==> src/phy_pd_pkg.sv <==
package phy_pd_pkg;

	// ---------------------------------------------------------------
	// geometry and timing
	// ---------------------------------------------------------------
	localparam int NUM_PORTS = 2;
	localparam int CLK_PERIOD_NS = 4;
	localparam int ED_PULSE_NS = 100;
	localparam int ED_PULSE_CYC = (ED_PULSE_NS + CLK_PERIOD_NS - 1) / CLK_PERIOD_NS;
	localparam int ED_WAKE_DEF = 250000; // cycles between wake pulses, plain default
	localparam int ED_CNT_W = 20;
	localparam int POL_RUN = 3; // inverted link pulses in a row
	localparam logic [1:0] POL_LAST = 2'(POL_RUN - 1);

	// ---------------------------------------------------------------
	// register offsets and pages
	// ---------------------------------------------------------------
	localparam logic [4:0] OFS_BASIC_MODE_CONTROL = 5'h00;
	localparam logic [4:0] OFS_PHY_STATUS_SUMMARY = 5'h10;
	localparam logic [4:0] OFS_IRQ_CONTROL = 5'h11;
	localparam logic [4:0] OFS_IRQ_STATUS_AND_MASK = 5'h12;
	localparam logic [4:0] OFS_REGISTER_PAGE_SELECT = 5'h13;
	localparam logic [4:0] OFS_TENBASE_STATUS_CONTROL = 5'h1a;
	localparam logic [4:0] OFS_ENERGY_DETECT_CONTROL = 5'h1d;
	localparam logic [2:0] PAGE_MAIN = 3'h0;
	localparam logic [2:0] PAGE_DIAG = 3'h2;

	// ---------------------------------------------------------------
	// field positions
	// ---------------------------------------------------------------
	localparam int BASIC_MODE_CONTROL_PD_BIT = 11;
	localparam int IRQ_CONTROL_OE_BIT = 0;
	localparam int IRQ_CONTROL_EN_BIT = 1;
	localparam int PHY_STATUS_SUMMARY_LINK_BIT = 0;
	localparam int PHY_STATUS_SUMMARY_SPD10_BIT = 1;
	localparam int PHY_STATUS_SUMMARY_IRQ_BIT = 7;
	localparam int PHY_STATUS_SUMMARY_POL_BIT = 12;
	localparam int TBS_POL_BIT = 4;
	localparam int ENERGY_DETECT_CONTROL_EN_BIT = 15;
	localparam int IRQ_LINK_IDX = 5;
	localparam int IRQ_ED_IDX = 6;

	// ---------------------------------------------------------------
	// reset values
	// ---------------------------------------------------------------
	localparam logic [15:0] BASIC_MODE_CONTROL_RST = 16'h0000;
	localparam logic [15:0] TBS_RST = 16'h0000;
	localparam logic [7:0] MASK_RST = 8'h00;
	localparam logic [7:0] PEND_RST = 8'h00;

	// ---------------------------------------------------------------
	// types
	// ---------------------------------------------------------------
	typedef enum logic [1:0] {ED_AWAKE, ED_SLEEP, ED_PULSE} ed_state_t;

	typedef struct packed {
		logic [15:0] basic_mode_control;
		logic int_oe;
		logic irq_en;
		logic [7:0] mask;
		logic [7:0] pend;
		logic [2:0] page;
		logic [15:0] tbs;
		logic ed_en;
		ed_state_t ed;
		logic [ED_CNT_W-1:0] ed_cnt;
	} port_state_t;

	typedef struct packed {
		port_state_t [NUM_PORTS-1:0] port;
		logic [15:0] rdata;
	} core_state_t;

	typedef struct packed {
		logic meta;
		logic held;
	} sync_state_t;

	typedef struct packed {
		logic [1:0] inv_run;
		logic [1:0] ok_run;
		logic bad;
		logic invert;
	} pol_state_t;

endpackage

==> src/sense_if.sv <==
`timescale 1ns/10ps
// per-port pin sense and link polarity signals between the core and its helpers
interface sense_if;
	logic pin_raw;
	logic pin_sync;
	logic nlp_pulse;
	logic nlp_inv;
	logic rd_clear;
	logic bad_pol;
	logic pol_invert;

	modport sync_mp (input pin_raw, output pin_sync);
	modport pol_mp (input nlp_pulse, input nlp_inv, input rd_clear,
		output bad_pol, output pol_invert);
	modport core_mp (output pin_raw, input pin_sync, output nlp_pulse, output nlp_inv,
		output rd_clear, input bad_pol, input pol_invert);
endinterface

==> src/pin_sync.sv <==
`timescale 1ns/10ps
// two-flop synchroniser for the shared pin input
module pin_sync
	import phy_pd_pkg::*;
(
	// clock and reset
	input wire logic mclk_i,
	input wire logic rstn_i,
	// sense signals
	sense_if.sync_mp sif
);

	sync_state_t q;
	sync_state_t d;

	// meta stage feeds only the held stage
	always_comb
	begin
		d = q;
		d.meta = sif.pin_raw;
		d.held = q.meta;
	end

	// idle level is high, as the pull-up leaves it
	always_ff @(posedge mclk_i or negedge rstn_i)
	begin
		if (!rstn_i)
			q <= '{meta: 1'b1, held: 1'b1};
		else
			q <= d;
	end

	assign sif.pin_sync = q.held;

endmodule

==> src/polarity_detect.sv <==
`timescale 1ns/10ps
// link pulse polarity detector with latched report and internal correction
module polarity_detect
	import phy_pd_pkg::*;
(
	// clock and reset
	input wire logic mclk_i,
	input wire logic rstn_i,
	// sense signals
	sense_if.pol_mp sif
);

	pol_state_t q;
	pol_state_t d;

	// count runs of inverted and normal pulses
	always_comb
	begin
		d = q;
		d.bad = q.bad & ~sif.rd_clear;
		if (sif.nlp_pulse)
		begin
			if (sif.nlp_inv)
			begin
				d.ok_run = 2'h0;
				if (q.inv_run == POL_LAST)
				begin
					d.bad = 1'b1; // set wins over read clear
					d.invert = 1'b1; // receiver swaps the pair itself
				end
				else
					d.inv_run = q.inv_run + 2'h1;
			end
			else
			begin
				d.inv_run = 2'h0;
				if (q.ok_run == POL_LAST)
					d.invert = 1'b0;
				else
					d.ok_run = q.ok_run + 2'h1;
			end
		end
	end

	always_ff @(posedge mclk_i or negedge rstn_i)
	begin
		if (!rstn_i)
			q <= '{inv_run: 2'h0, ok_run: 2'h0, bad: 1'b0, invert: 1'b0};
		else
			q <= d;
	end

	assign sif.bad_pol = q.bad;
	assign sif.pol_invert = q.invert;

	// ---------------------------------------------------------------
	// checks
	// ---------------------------------------------------------------
	chk_pol_three_pulses: assert property (
		@(posedge mclk_i) disable iff (!rstn_i)
		(sif.nlp_pulse && sif.nlp_inv && q.inv_run == POL_LAST) |=> (sif.bad_pol && sif.pol_invert))
		else $error("bad polarity not latched after third inverted pulse");

	chk_pol_latch_holds: assert property (
		@(posedge mclk_i) disable iff (!rstn_i)
		(sif.bad_pol && !sif.rd_clear) |=> sif.bad_pol)
		else $error("bad polarity dropped without a read");

	chk_pol_corrects: assert property (
		@(posedge mclk_i) disable iff (!rstn_i)
		(sif.nlp_pulse && !sif.nlp_inv && q.ok_run == POL_LAST) |=> !sif.pol_invert)
		else $error("correction kept after three normal pulses");

endmodule

==> src/phy_pd_irq_core.sv <==
`timescale 1ns/10ps
// Functional notes
// - shared pin is power-down input after reset
// - irq_control bit 0 makes pin irq output
// - pin low as input powers the port down
// - weak pull-up keeps idle pin high
// - pin strapped low starts port powered down
// - management works powered down; output enable exits
// - each port has its own shared pin
// - every interrupt source disabled after reset
// - global enable and per-source mask gate interrupts
// - pin asserts low asynchronously on enabled event
// - upper status byte shows pending sources
// - status read clears all pending, pin releases
// - 0003h and 0060h writes enable example sources
// - energy detect idles low power, activity wakes
// - low power still sends periodic wake pulses
// - diagnostic page 2 chosen via page select
// - reversed polarity shown in two status registers
// - polarity valid only 10M or autonegotiated 100M
// - receiver corrects polarity; flag is informational
// - three inverted pulses latch bad polarity
module phy_pd_irq_core
	import phy_pd_pkg::*;
#(
	parameter int ED_WAKE_CYCLES = ED_WAKE_DEF
)
(
	// clock and reset
	input wire logic mclk_i,
	input wire logic rstn_i,
	// management register port
	input wire logic mgmt_port_i,
	input wire logic [4:0] mgmt_addr_i,
	input wire logic mgmt_wr_i,
	input wire logic mgmt_rd_i,
	input wire logic [15:0] mgmt_wdata_i,
	output logic [15:0] mgmt_rdata_o,
	// shared pin, port a
	input wire logic sleep_or_irq_pin_port_a_i,
	output logic sleep_or_irq_pin_port_a_o,
	output logic sleep_or_irq_pin_port_a_oe_n_o,
	output logic sleep_or_irq_pin_port_a_pullup_o,
	// shared pin, port b
	input wire logic sleep_or_irq_pin_port_b_i,
	output logic sleep_or_irq_pin_port_b_o,
	output logic sleep_or_irq_pin_port_b_oe_n_o,
	output logic sleep_or_irq_pin_port_b_pullup_o,
	// per-port line status, index 0 is port a
	input wire logic [NUM_PORTS-1:0] link_up_i,
	input wire logic [NUM_PORTS-1:0] speed10_i,
	input wire logic [NUM_PORTS-1:0] an100_i,
	input wire logic [NUM_PORTS-1:0] line_energy_i,
	input wire logic [NUM_PORTS-1:0] nlp_pulse_i,
	input wire logic [NUM_PORTS-1:0] nlp_inverted_i,
	input wire logic [NUM_PORTS-1:0][7:0] irq_src_i,
	// per-port controls
	output logic [NUM_PORTS-1:0] power_down_o,
	output logic [NUM_PORTS-1:0] ed_low_power_o,
	output logic [NUM_PORTS-1:0] ed_tx_wake_o,
	output logic [NUM_PORTS-1:0] rx_pol_invert_o
);

	// ---------------------------------------------------------------
	// declarations
	// ---------------------------------------------------------------
	localparam logic [ED_CNT_W-1:0] WAKE_LOAD = ED_CNT_W'(ED_WAKE_CYCLES - 1);
	localparam logic [ED_CNT_W-1:0] PULSE_LOAD = ED_CNT_W'(ED_PULSE_CYC - 1);
	localparam port_state_t PORT_RST = '{
		basic_mode_control: BASIC_MODE_CONTROL_RST, int_oe: 1'b0, irq_en: 1'b0, mask: MASK_RST,
		pend: PEND_RST, page: PAGE_MAIN, tbs: TBS_RST, ed_en: 1'b0,
		ed: ED_AWAKE, ed_cnt: '0};

	core_state_t q;
	core_state_t d;
	logic [NUM_PORTS-1:0] pin_in;
	logic [NUM_PORTS-1:0] pin_held;
	logic [NUM_PORTS-1:0] bad_pol;
	logic [NUM_PORTS-1:0] pol_rep;
	logic [NUM_PORTS-1:0] sel;
	logic [NUM_PORTS-1:0] rd_irq_status_and_mask;
	logic [NUM_PORTS-1:0] rd_tbs;
	logic [NUM_PORTS-1:0] ed_wake;
	logic [NUM_PORTS-1:0] ed_sleep;
	logic [NUM_PORTS-1:0] ed_evt;
	logic [NUM_PORTS-1:0] irq_active;
	logic [NUM_PORTS-1:0][7:0] src_now;
	logic [NUM_PORTS-1:0][7:0] armed;

	// register hit: page select is seen on every page, the rest on page 0
	function automatic logic reg_hit(input logic [4:0] addr, input logic [2:0] page,
		input logic [4:0] ofs);
		reg_hit = (addr == ofs) && (ofs == OFS_REGISTER_PAGE_SELECT || page == PAGE_MAIN);
	endfunction

	assign pin_in = {sleep_or_irq_pin_port_b_i, sleep_or_irq_pin_port_a_i};

	// ---------------------------------------------------------------
	// per-port helpers and combinational pin logic
	// ---------------------------------------------------------------
	for (genvar p = 0; p < NUM_PORTS; p++)
	begin : g_port
		sense_if sif ();

		// each port owns its pin and sense path
		assign sif.pin_raw = pin_in[p];
		assign sif.nlp_pulse = nlp_pulse_i[p];
		assign sif.nlp_inv = nlp_inverted_i[p];
		assign sif.rd_clear = rd_tbs[p];
		assign pin_held[p] = sif.pin_sync;
		assign bad_pol[p] = sif.bad_pol;
		assign rx_pol_invert_o[p] = sif.pol_invert;

		pin_sync u_sync (
			.mclk_i(mclk_i),
			.rstn_i(rstn_i),
			.sif(sif.sync_mp)
		);

		polarity_detect u_pol (
			.mclk_i(mclk_i),
			.rstn_i(rstn_i),
			.sif(sif.pol_mp)
		);

		// management decode
		assign sel[p] = (mgmt_port_i == 1'(p));
		assign rd_irq_status_and_mask[p] = mgmt_rd_i && sel[p] &&
			reg_hit(mgmt_addr_i, q.port[p].page, OFS_IRQ_STATUS_AND_MASK);
		assign rd_tbs[p] = mgmt_rd_i && sel[p] &&
			reg_hit(mgmt_addr_i, q.port[p].page, OFS_TENBASE_STATUS_CONTROL);

		// polarity shown only where link pulses carry it
		assign pol_rep[p] = bad_pol[p] & (speed10_i[p] | an100_i[p]);

		// energy detect transitions
		assign ed_wake[p] = line_energy_i[p] | ~q.port[p].ed_en;
		assign ed_sleep[p] = q.port[p].ed_en & ~line_energy_i[p];
		assign ed_evt[p] = (q.port[p].ed == ED_AWAKE) ? ed_sleep[p] : ed_wake[p];

		// sources gated by mask
		assign src_now[p] = irq_src_i[p] | ({7'h00, ed_evt[p]} << IRQ_ED_IDX);
		assign armed[p] = src_now[p] & q.port[p].mask;

		// the live event term lets the pin fall without a clock edge
		assign irq_active[p] = q.port[p].irq_en &
			((|q.port[p].pend) | (|armed[p]));

		// power-down: register bit, or pin low while it is an input
		assign power_down_o[p] = q.port[p].basic_mode_control[BASIC_MODE_CONTROL_PD_BIT] |
			(~q.port[p].int_oe & ~pin_held[p]);

		assign ed_low_power_o[p] = (q.port[p].ed != ED_AWAKE);
		assign ed_tx_wake_o[p] = (q.port[p].ed == ED_PULSE);

		// ---------------------------------------------------------------
		// checks
		// ---------------------------------------------------------------
		chk_pin_input_default: assert property (
			@(posedge mclk_i) disable iff (!rstn_i)
			!q.port[p].int_oe |-> (p == 0 ? sleep_or_irq_pin_port_a_oe_n_o
				: sleep_or_irq_pin_port_b_oe_n_o))
			else $error("pin driven while configured as input");

		chk_pin_output_on: assert property (
			@(posedge mclk_i) disable iff (!rstn_i)
			(mgmt_wr_i && sel[p] && reg_hit(mgmt_addr_i, q.port[p].page, OFS_IRQ_CONTROL)
				&& mgmt_wdata_i[IRQ_CONTROL_OE_BIT])
			|=> !(p == 0 ? sleep_or_irq_pin_port_a_oe_n_o : sleep_or_irq_pin_port_b_oe_n_o))
			else $error("pin not driven after output enable write");

		chk_pin_powers_down: assert property (
			@(posedge mclk_i) disable iff (!rstn_i)
			// one extra cycle covers the synchroniser still in reset at release
			(!q.port[p].int_oe && !pin_in[p])[*4] |-> power_down_o[p])
			else $error("pin held low did not power down");

		chk_oe_exits_pd: assert property (
			@(posedge mclk_i) disable iff (!rstn_i)
			($rose(q.port[p].int_oe) && !q.port[p].basic_mode_control[BASIC_MODE_CONTROL_PD_BIT]) |-> !power_down_o[p])
			else $error("output enable did not leave power-down");

		chk_irq_async: assert property (
			@(posedge mclk_i) disable iff (!rstn_i)
			(q.port[p].irq_en && q.port[p].int_oe && armed[p] != 8'h00)
			|-> !(p == 0 ? sleep_or_irq_pin_port_a_o : sleep_or_irq_pin_port_b_o))
			else $error("enabled event did not pull the pin low");

		chk_pend_sticky: assert property (
			@(posedge mclk_i) disable iff (!rstn_i)
			(armed[p] != 8'h00) |=> ((q.port[p].pend & $past(armed[p])) == $past(armed[p])))
			else $error("pending bit not set by its event");

		chk_read_clears: assert property (
			@(posedge mclk_i) disable iff (!rstn_i)
			(rd_irq_status_and_mask[p] && armed[p] == 8'h00) |=> (q.port[p].pend == 8'h00))
			else $error("status read left bits pending");

		chk_masked_quiet: assert property (
			@(posedge mclk_i) disable iff (!rstn_i)
			(q.port[p].mask == 8'h00) |-> (q.port[p].pend == 8'h00 || $past(rd_irq_status_and_mask[p]) == 1'b0))
			else $error("masked source became pending");

		chk_ed_wakes: assert property (
			@(posedge mclk_i) disable iff (!rstn_i)
			(q.port[p].ed != ED_AWAKE && line_energy_i[p]) |=> !ed_low_power_o[p])
			else $error("line activity did not wake the port");

		chk_ed_pulses: assert property (
			@(posedge mclk_i) disable iff (!rstn_i)
			(q.port[p].ed == ED_SLEEP && q.port[p].ed_cnt == '0 && !ed_wake[p])
			|=> ed_tx_wake_o[p])
			else $error("no wake pulse after sleep interval");
	end

	// shared pins: driven only as interrupt output, pull-up always on
	assign sleep_or_irq_pin_port_a_oe_n_o = ~q.port[0].int_oe;
	assign sleep_or_irq_pin_port_b_oe_n_o = ~q.port[1].int_oe;
	assign sleep_or_irq_pin_port_a_o = ~(irq_active[0] & q.port[0].int_oe);
	assign sleep_or_irq_pin_port_b_o = ~(irq_active[1] & q.port[1].int_oe);
	assign sleep_or_irq_pin_port_a_pullup_o = 1'b1;
	assign sleep_or_irq_pin_port_b_pullup_o = 1'b1;
	assign mgmt_rdata_o = q.rdata;

	// ---------------------------------------------------------------
	// next state: registers, status, energy detect
	// ---------------------------------------------------------------
	always_comb
	begin
		logic [15:0] rv;
		logic wr;
		logic [2:0] pg;
		rv = 16'h0000;
		wr = 1'b0;
		pg = PAGE_MAIN;
		d = q;
		for (int p = 0; p < NUM_PORTS; p++)
		begin
			pg = q.port[p].page;
			wr = mgmt_wr_i && sel[p];
			// writes are taken in power-down too
			if (wr && reg_hit(mgmt_addr_i, pg, OFS_BASIC_MODE_CONTROL))
				d.port[p].basic_mode_control = mgmt_wdata_i;
			if (wr && reg_hit(mgmt_addr_i, pg, OFS_IRQ_CONTROL))
			begin
				d.port[p].int_oe = mgmt_wdata_i[IRQ_CONTROL_OE_BIT];
				d.port[p].irq_en = mgmt_wdata_i[IRQ_CONTROL_EN_BIT];
			end
			if (wr && reg_hit(mgmt_addr_i, pg, OFS_IRQ_STATUS_AND_MASK))
				d.port[p].mask = mgmt_wdata_i[7:0];
			if (wr && reg_hit(mgmt_addr_i, pg, OFS_REGISTER_PAGE_SELECT))
				d.port[p].page = mgmt_wdata_i[2:0];
			if (wr && reg_hit(mgmt_addr_i, pg, OFS_TENBASE_STATUS_CONTROL))
				d.port[p].tbs = mgmt_wdata_i;
			if (wr && reg_hit(mgmt_addr_i, pg, OFS_ENERGY_DETECT_CONTROL))
				d.port[p].ed_en = mgmt_wdata_i[ENERGY_DETECT_CONTROL_EN_BIT];

			// read clears everything, but a same-cycle event survives
			d.port[p].pend = (rd_irq_status_and_mask[p] ? PEND_RST : q.port[p].pend) | armed[p];

			// energy detect sleep and periodic transmitter wake
			unique case (q.port[p].ed)
				ED_AWAKE:
				begin
					if (ed_sleep[p])
					begin
						d.port[p].ed = ED_SLEEP;
						d.port[p].ed_cnt = WAKE_LOAD;
					end
				end
				ED_SLEEP:
				begin
					if (ed_wake[p])
						d.port[p].ed = ED_AWAKE;
					else if (q.port[p].ed_cnt == '0)
					begin
						d.port[p].ed = ED_PULSE;
						d.port[p].ed_cnt = PULSE_LOAD;
					end
					else
						d.port[p].ed_cnt = q.port[p].ed_cnt - 1'b1;
				end
				ED_PULSE:
				begin
					if (ed_wake[p])
						d.port[p].ed = ED_AWAKE;
					else if (q.port[p].ed_cnt == '0)
					begin
						d.port[p].ed = ED_SLEEP;
						d.port[p].ed_cnt = WAKE_LOAD;
					end
					else
						d.port[p].ed_cnt = q.port[p].ed_cnt - 1'b1;
				end
				default:
					d.port[p].ed = ED_AWAKE;
			endcase
		end

		// read data for the selected port; diagnostic page reads as zero except page select
		for (int p = 0; p < NUM_PORTS; p++)
		begin
			if (sel[p])
			begin
				pg = q.port[p].page;
				if (reg_hit(mgmt_addr_i, pg, OFS_BASIC_MODE_CONTROL))
					rv = q.port[p].basic_mode_control;
				else if (reg_hit(mgmt_addr_i, pg, OFS_PHY_STATUS_SUMMARY))
				begin
					rv[PHY_STATUS_SUMMARY_LINK_BIT] = link_up_i[p];
					rv[PHY_STATUS_SUMMARY_SPD10_BIT] = speed10_i[p];
					rv[PHY_STATUS_SUMMARY_IRQ_BIT] = |q.port[p].pend;
					rv[PHY_STATUS_SUMMARY_POL_BIT] = pol_rep[p];
				end
				else if (reg_hit(mgmt_addr_i, pg, OFS_IRQ_CONTROL))
				begin
					rv[IRQ_CONTROL_OE_BIT] = q.port[p].int_oe;
					rv[IRQ_CONTROL_EN_BIT] = q.port[p].irq_en;
				end
				else if (reg_hit(mgmt_addr_i, pg, OFS_IRQ_STATUS_AND_MASK))
					rv = {q.port[p].pend, q.port[p].mask};
				else if (reg_hit(mgmt_addr_i, pg, OFS_REGISTER_PAGE_SELECT))
					rv[2:0] = q.port[p].page;
				else if (reg_hit(mgmt_addr_i, pg, OFS_TENBASE_STATUS_CONTROL))
				begin
					rv = q.port[p].tbs;
					rv[TBS_POL_BIT] = pol_rep[p];
				end
				else if (reg_hit(mgmt_addr_i, pg, OFS_ENERGY_DETECT_CONTROL))
					rv[ENERGY_DETECT_CONTROL_EN_BIT] = q.port[p].ed_en;
			end
		end
		if (mgmt_rd_i)
			d.rdata = rv;
	end

	// all state in one register; reset puts the pin in input mode, sources off
	always_ff @(posedge mclk_i or negedge rstn_i)
	begin
		if (!rstn_i)
		begin
			for (int p = 0; p < NUM_PORTS; p++)
				q.port[p] <= PORT_RST;
			q.rdata <= 16'h0000;
		end
		else
			q <= d;
	end

endmodule

==> config.mk <==
export PLATFORM = sky130hd
export DESIGN_NAME = phy_pd_irq_core
export DESIGN_NICKNAME = d
export VERILOG_FILES = /design/src/phy_pd_pkg.sv /design/src/sense_if.sv /design/src/pin_sync.sv /design/src/polarity_detect.sv /design/src/phy_pd_irq_core.sv
export SDC_FILE = /design/constraint.sdc
export NUM_CORES = 1
export LEC_CHECK = 0
export BUFFER_PORTS_ARGS = -buffer_cell sky130_fd_sc_hd__clkbuf_2
export CORE_UTILIZATION = 50
export DETAILED_ROUTE_END_ITERATION = 8
export PLACE_DENSITY = 0.69
export SKIP_CTS_REPAIR_TIMING = 1
export SLEW_MARGIN = 30
export SYNTH_ARGS = -nofsm -noshare
export SYNTH_HDL_FRONTEND = slang
export SYNTH_SLANG_ARGS = --single-unit
==> constraint.sdc <==
create_clock -name mclk_i -period 2.8 [get_ports mclk_i]
set_input_delay 0.28 -clock mclk_i [delete_from_list [all_inputs] [get_ports mclk_i]]
set_output_delay 0.28 -clock mclk_i [all_outputs]
set_load 0.02 [all_outputs]
After elaboration in Yosys (flattened, before gate mapping):

Index checks and enable logic that the tools add are counted.

* output and inout port bits: 30
* word-level logic and storage cells: 241
* register bits: 184
* input bits: 56

* bitwise logic cells: 39
* eq/ne operators: 30
* add/subtract/negate cells: 6
* reduce and logical (&&, ||, !) cells: 59
* mux-type cells: 74

Operators with widths (number)
* $mux 20: 8
* $pmux 20 s3: 2
* $mux 16: 6
* $mux 22: 2
* $logic_not 20->1: 2
* $mux 2: 20
* $sub 20x1->20 const B: 2
* $logic_and 1x1->1: 32
* $reduce_or 8->1: 4
* $eq 5x5->1 const B: 6
* $mux 15: 2
* $mux 14: 2
* $mux 13: 2
* $ne 2x2->1 const B: 10
* $and 8x8->8: 2
* $mux 1: 16
* $mux 4: 4
* $mux 8: 2
* $or 8x7->8: 2
* $or 8x8->8: 2
* $not 1->1: 13
* $and 1x1->1: 12
* $eq 2x2->1 const B: 6
* $mux 3: 4
* other kinds (16): 45

Depth between registers and ports, before layout:

* depth after elaboration: 18
* mapped depth: 9
* depth with buffers taken out: 8

By module:

Synthesis repeated with hierarchy kept, for this count alone.

* cells, all modules: 877
* area, all modules: 9402.8 um^2

Modules (own cells, without submodules)
* phy_pd_irq_core: cells each 805, instances 1, sequential area each 4154.0 um^2, area each 8667.1 um^2
* polarity_detect: cells each 34, instances 2, sequential area each 150.1 um^2, area each 315.3 um^2
* pin_sync: cells each 2, instances 2, sequential area each 52.6 um^2, area each 52.6 um^2

Worst setup path after synthesis:

No wires, ideal clock.

* kind: register to register
* start: register q[36] (netlist bit)
* end: register q[33] (netlist bit)
* data required time: 2.677 ns
* setup time: 0.123 ns
* cell stages (with the launch flop): 9
* arrival: 2.489 ns
* buffers on the path: 2
* path slack: 0.188 ns
* period minus slack after synthesis: 2.612 ns
* path through: dfrtp_1 inv_1 ha_1 or2_2 dlygate4sd3_1 a21boi_0 buf_2 nand2_2 o221a_2

* cells in the longest elaborated chain, start to end: 3
* elaborated cells on any way between the ends: 9
* those cells by class: 5 x eq/ne; 1 x mux; 3 x reduce/logical

Ends and longest elaborated chain
* from (decl): RTL line phy_pd_irq_core.sv:74 `core_state_t q;`
* $eq 2x2->1 (*)
* named net ed_tx_wake_o[0]: RTL line phy_pd_irq_core.sv:60 `output logic [NUM_PORTS-1:0] ed_tx_wake_o,`
* $ne 2x2->1 (no source line) / $reduce_bool 3->1 (equally long branches)
* $reduce_and 4->1 (no source line)

The timed path passes the listed nets; every way through them passes the cells marked *.
A chain may end at the register's enable or synchronous reset.

Worst setup path after layout:

* start: register q[33] (netlist bit)
* end: register q[27] (netlist bit)

* cells in the longest elaborated chain, start to end: 4
* elaborated cells on any way between the ends: 6
* those cells by class: 5 x mux; 1 x reduce/logical

Ends and longest elaborated chain
* $logic_not 20->1 (*): RTL line phy_pd_irq_core.sv:275, phy_pd_irq_core.sv:287
* $mux 20 (on tied branches): RTL line phy_pd_irq_core.sv:287, phy_pd_irq_core.sv:275
* $mux 20 (on tied branches): RTL line phy_pd_irq_core.sv:285, phy_pd_irq_core.sv:273
* $pmux 20 s3 (*): RTL line phy_pd_irq_core.sv:262 `unique case (q.port[p].ed)`

Every way passes the cells marked *; elsewhere a longest branch is shown, timed or not. The select of a mux whose other input is x is not followed.

==> impl_metrics.tcl <==
set metrics [dict create \
    status "complete, but fails checks" \
    failed_checks "DRC" \
    rr_worst_depth 6 \
    vias 7347 \
    netlist_area_um2 9330 \
    whs_ps 90.1 \
    drv_slew 0 \
    first_pass_iters 9 \
    power_density_nw_per_um2 822 \
    fin_nets 1028 \
    synthTopCellsByArea "dfrtp_1, mux2_2, nor2_1, ha_1, nand2_1" \
    holdPathStages 2 \
    p_leak_nw 4.82 \
    rsz0062_at_grt "false" \
    synth_edf_count 0 \
    port-buffer-count 83 \
    core_um2 18100 \
    antenna_found_initial 0 \
    place_hpwl_mm 17.2 \
    dieWidth_um 139 \
    via_per_inst 6.14 \
    grt_pass1_vias 7270 \
    max_freq_mhz 389 \
    dieArea_um2 19200 \
    criticalPathCategory "flop to flop" \
    syn_to_final_growth_pct 13.8 \
    n_antenna_cell 0 \
    drc_errors 4 \
    hp-start "irq_src_i[8]" \
    whs_endpoint "q[134]$_DFF_PN0_" \
    start_kind "flop" \
    async_reset_ff_share_pct 100 \
    finalCriticalPeriod_ps 2570 \
    synth_top_area_share_pct 47.7 \
    h-tree-depth 4 \
    cap_violations 0 \
    grt_start_max_net_pins 81 \
    min_period_over_period_pct 91.9 \
    reg2reg_to "q[27]$_DFFE_PN0P_" \
    r2r_start "q[33]$_DFFE_PN0P_" \
    fillCellCount 1574 \
    crit_slowest_cell "or4_4" \
    drive_gt1_share_pct 27.8 \
    cts_root_buf "clkbuf_16" \
    drtIter0Drc 628 \
    fin_worst_skew_ps 13.3 \
    arrival_ps 2870 \
    path_buf_inv 1 \
    num_rows 49 \
    crit_chain "or4_4 > or4_4 > or2_0 > buf_4 > a31oi_4 > nor2_1" \
    synth_flop_cell "dfrtp_1" \
    syn_inst 875 \
    fin_tns_setup_ps 0 \
    setup_violations 0 \
    grt_first_pass_wirelength_mm 39.2 \
    drtAntennaViolNets 0 \
    yosys-top-cells-count "dfrtp_1, mux2_2, nor2_1" \
    synth_seq_cells 182 \
    ys_seq_area_share_pct 48.9 \
    yosysMostFrequentCell "dfrtp_1" \
    postLayoutCoreUtil_pct 58.5 \
    max_slew_margin_pct 42.8 \
    clk_latency_ps 440 \
    endpoint_kind "flop" \
    yosys.area.top_type "dfrtp_1" \
    synth-warning-count 0 \
    grt_use_total_pct 26.3 \
    cts.clk_slew.worst_paths_ps 80 \
    hold_viol_final 0 \
    gp_congestion 0.919 \
    wire_per_inst_um 20.3 \
    cts_tree "built" \
    pin_count 86 \
    vdd_ir_drop_max_v 0.000518 \
    synth_cell_types 79 \
    cp_top_family "simple AND/OR/NAND/NOR gates" \
    cts_buffers 17 \
    hp-class "input port to flop" \
    ctsLongestPathBuffers 2 \
    cp_max_fo 9 \
    cp.required_ps 3100 \
    grt-ovfl-total 0 \
    initial_core_util_pct 51.4 \
    syn-mean-instance-area_um2 10.7 \
    worst_pin_slew_ps 859 \
    cpPeakStageDelay_ps 560 \
    path_common_cell "or4_4" \
    ff2ff_setup_slack_ps 230 \
    clock-sinks 182 \
    wl_mm 24.3 \
    die_height_um 139 \
]
[cell type report]
class | count | area [um^2] | area share, %
inverters | 39 | 146 | 1.38
repair buffers | 120 | 722 | 6.80
well taps | 229 | 287 | 2.70
clock inverters | 11 | 136 | 1.28
clock buffers | 21 | 460 | 4.34
flip-flops and latches | 182 | 4560 | 43.0
multi-input cells | 594 | 4300 | 40.5
[logic make-up after synthesis]
kind of cell	Yosys count	share of synthesized area, %
buffers and inverters	100	5.08
AOI/OAI and AO/OA	210	17.1
other	1	0.0402
xor gates and xnor gates	18	1.69
adders and majority gates	18	2.41
and+or+nand+nor	255	13.8
DFF	182	48.9
muxes	91	11.0
[through the flow]
| stage | std cells | total power, W | worst slack (ps) | cell area [um^2] |
|---|---|---|---|---|
| 2_1_floorplan | 876 | 0.00541 | 188 | 9330 |
| 3_3_place_gp | 1161 | 0.00618 | 280 | 9990 |
| 5_1_grt | 1196 | 0.00922 | 72.7 | 10600 |
| 6_report | 1196 | 0.00873 | 227 | 10600 |
| 3_5_place_dp | 1161 | 0.00626 | 266 | 9990 |
| 4_1_cts | 1193 | 0.00874 | 229 | 10600 |
[placed cells by master, fill, tap and decap left out, types with 5 or more instances in the layout]
master	instances
and3_1	5
xnor2_1	15
o21a_1	5
o211ai_1	6
o22ai_1	8
a31oi_1	9
a22o_1	16
nand2b_1	7
clkbuf_2	82
nor4_1	18
inv_6	5
a21oi_1	36
a222oi_1	13
nand4_1	6
clkbuf_16	17
o21ai_0	25
or4_1	5
o22a_1	5
nor3_1	20
a2bb2oi_1	13
a22oi_1	20
dfrtp_1	178
a221oi_1	7
buf_4	33
mux2_2	89
o221a_2	10
nor2b_1	7
nor3b_1	5
ha_1	18
or3_1	6
nand2_1	50
nor2_1	74
inv_1	39
nand3_1	25
or2_2	5
[worst reg2reg max path: stages, from the launching register on]
cell and delay, ps:
dfrtp_1 420, or4_4 560, or4_4 560, or2_0 290, buf_4 210, a31oi_4 310, nor2_1 90
[registers in the layout (all words and copies together), names as in the netlist]
signal	flops
g_port.u_pol.q	8
g_port.u_pol.sif.bad_pol	2
g_port.u_pol.sif.pol_invert	2
g_port.u_sync.d	2
g_port.u_sync.sif.pin_sync	2
mgmt_rdata_o	16
q	150
[where the power goes]
group	internal, W	switching (W)	leakage, nW
sequential	0.00317	0.000533	2.31
combinational	0.00112	0.00143	2.22
clock	0.00138	0.00109	0.286
total	0.00567	0.00305	4.82
[metal layers]
metal	vias to the layer above	routed length (um)	GRT usage, %
li1	3387	-	-
met1	3668	10700	36.2
met2	255	11700	42.2
met3	37	1360	4.42
met4	0	469	9.23
met5	-	0	0
[worst max-delay path by stage]
stage                       startpoint                         to  slack (ps)  cells past startpoint
global placement     q[33]$_DFFE_PN0P_          q[22]$_DFFE_PN0P_         280                      6
floorplan            q[36]$_DFFE_PN0P_          q[33]$_DFFE_PN0P_         190                      8
CTS                  q[33]$_DFFE_PN0P_          q[27]$_DFFE_PN0P_         230                      6
detailed placement   q[33]$_DFFE_PN0P_          q[27]$_DFFE_PN0P_         270                      6
global route        q[113]$_DFFE_PN0P_  sleep_or_irq_pin_port_b_o          70                      7
finish               q[33]$_DFFE_PN0P_          q[27]$_DFFE_PN0P_         230                      6
Power figures use the tool's default switching activity.
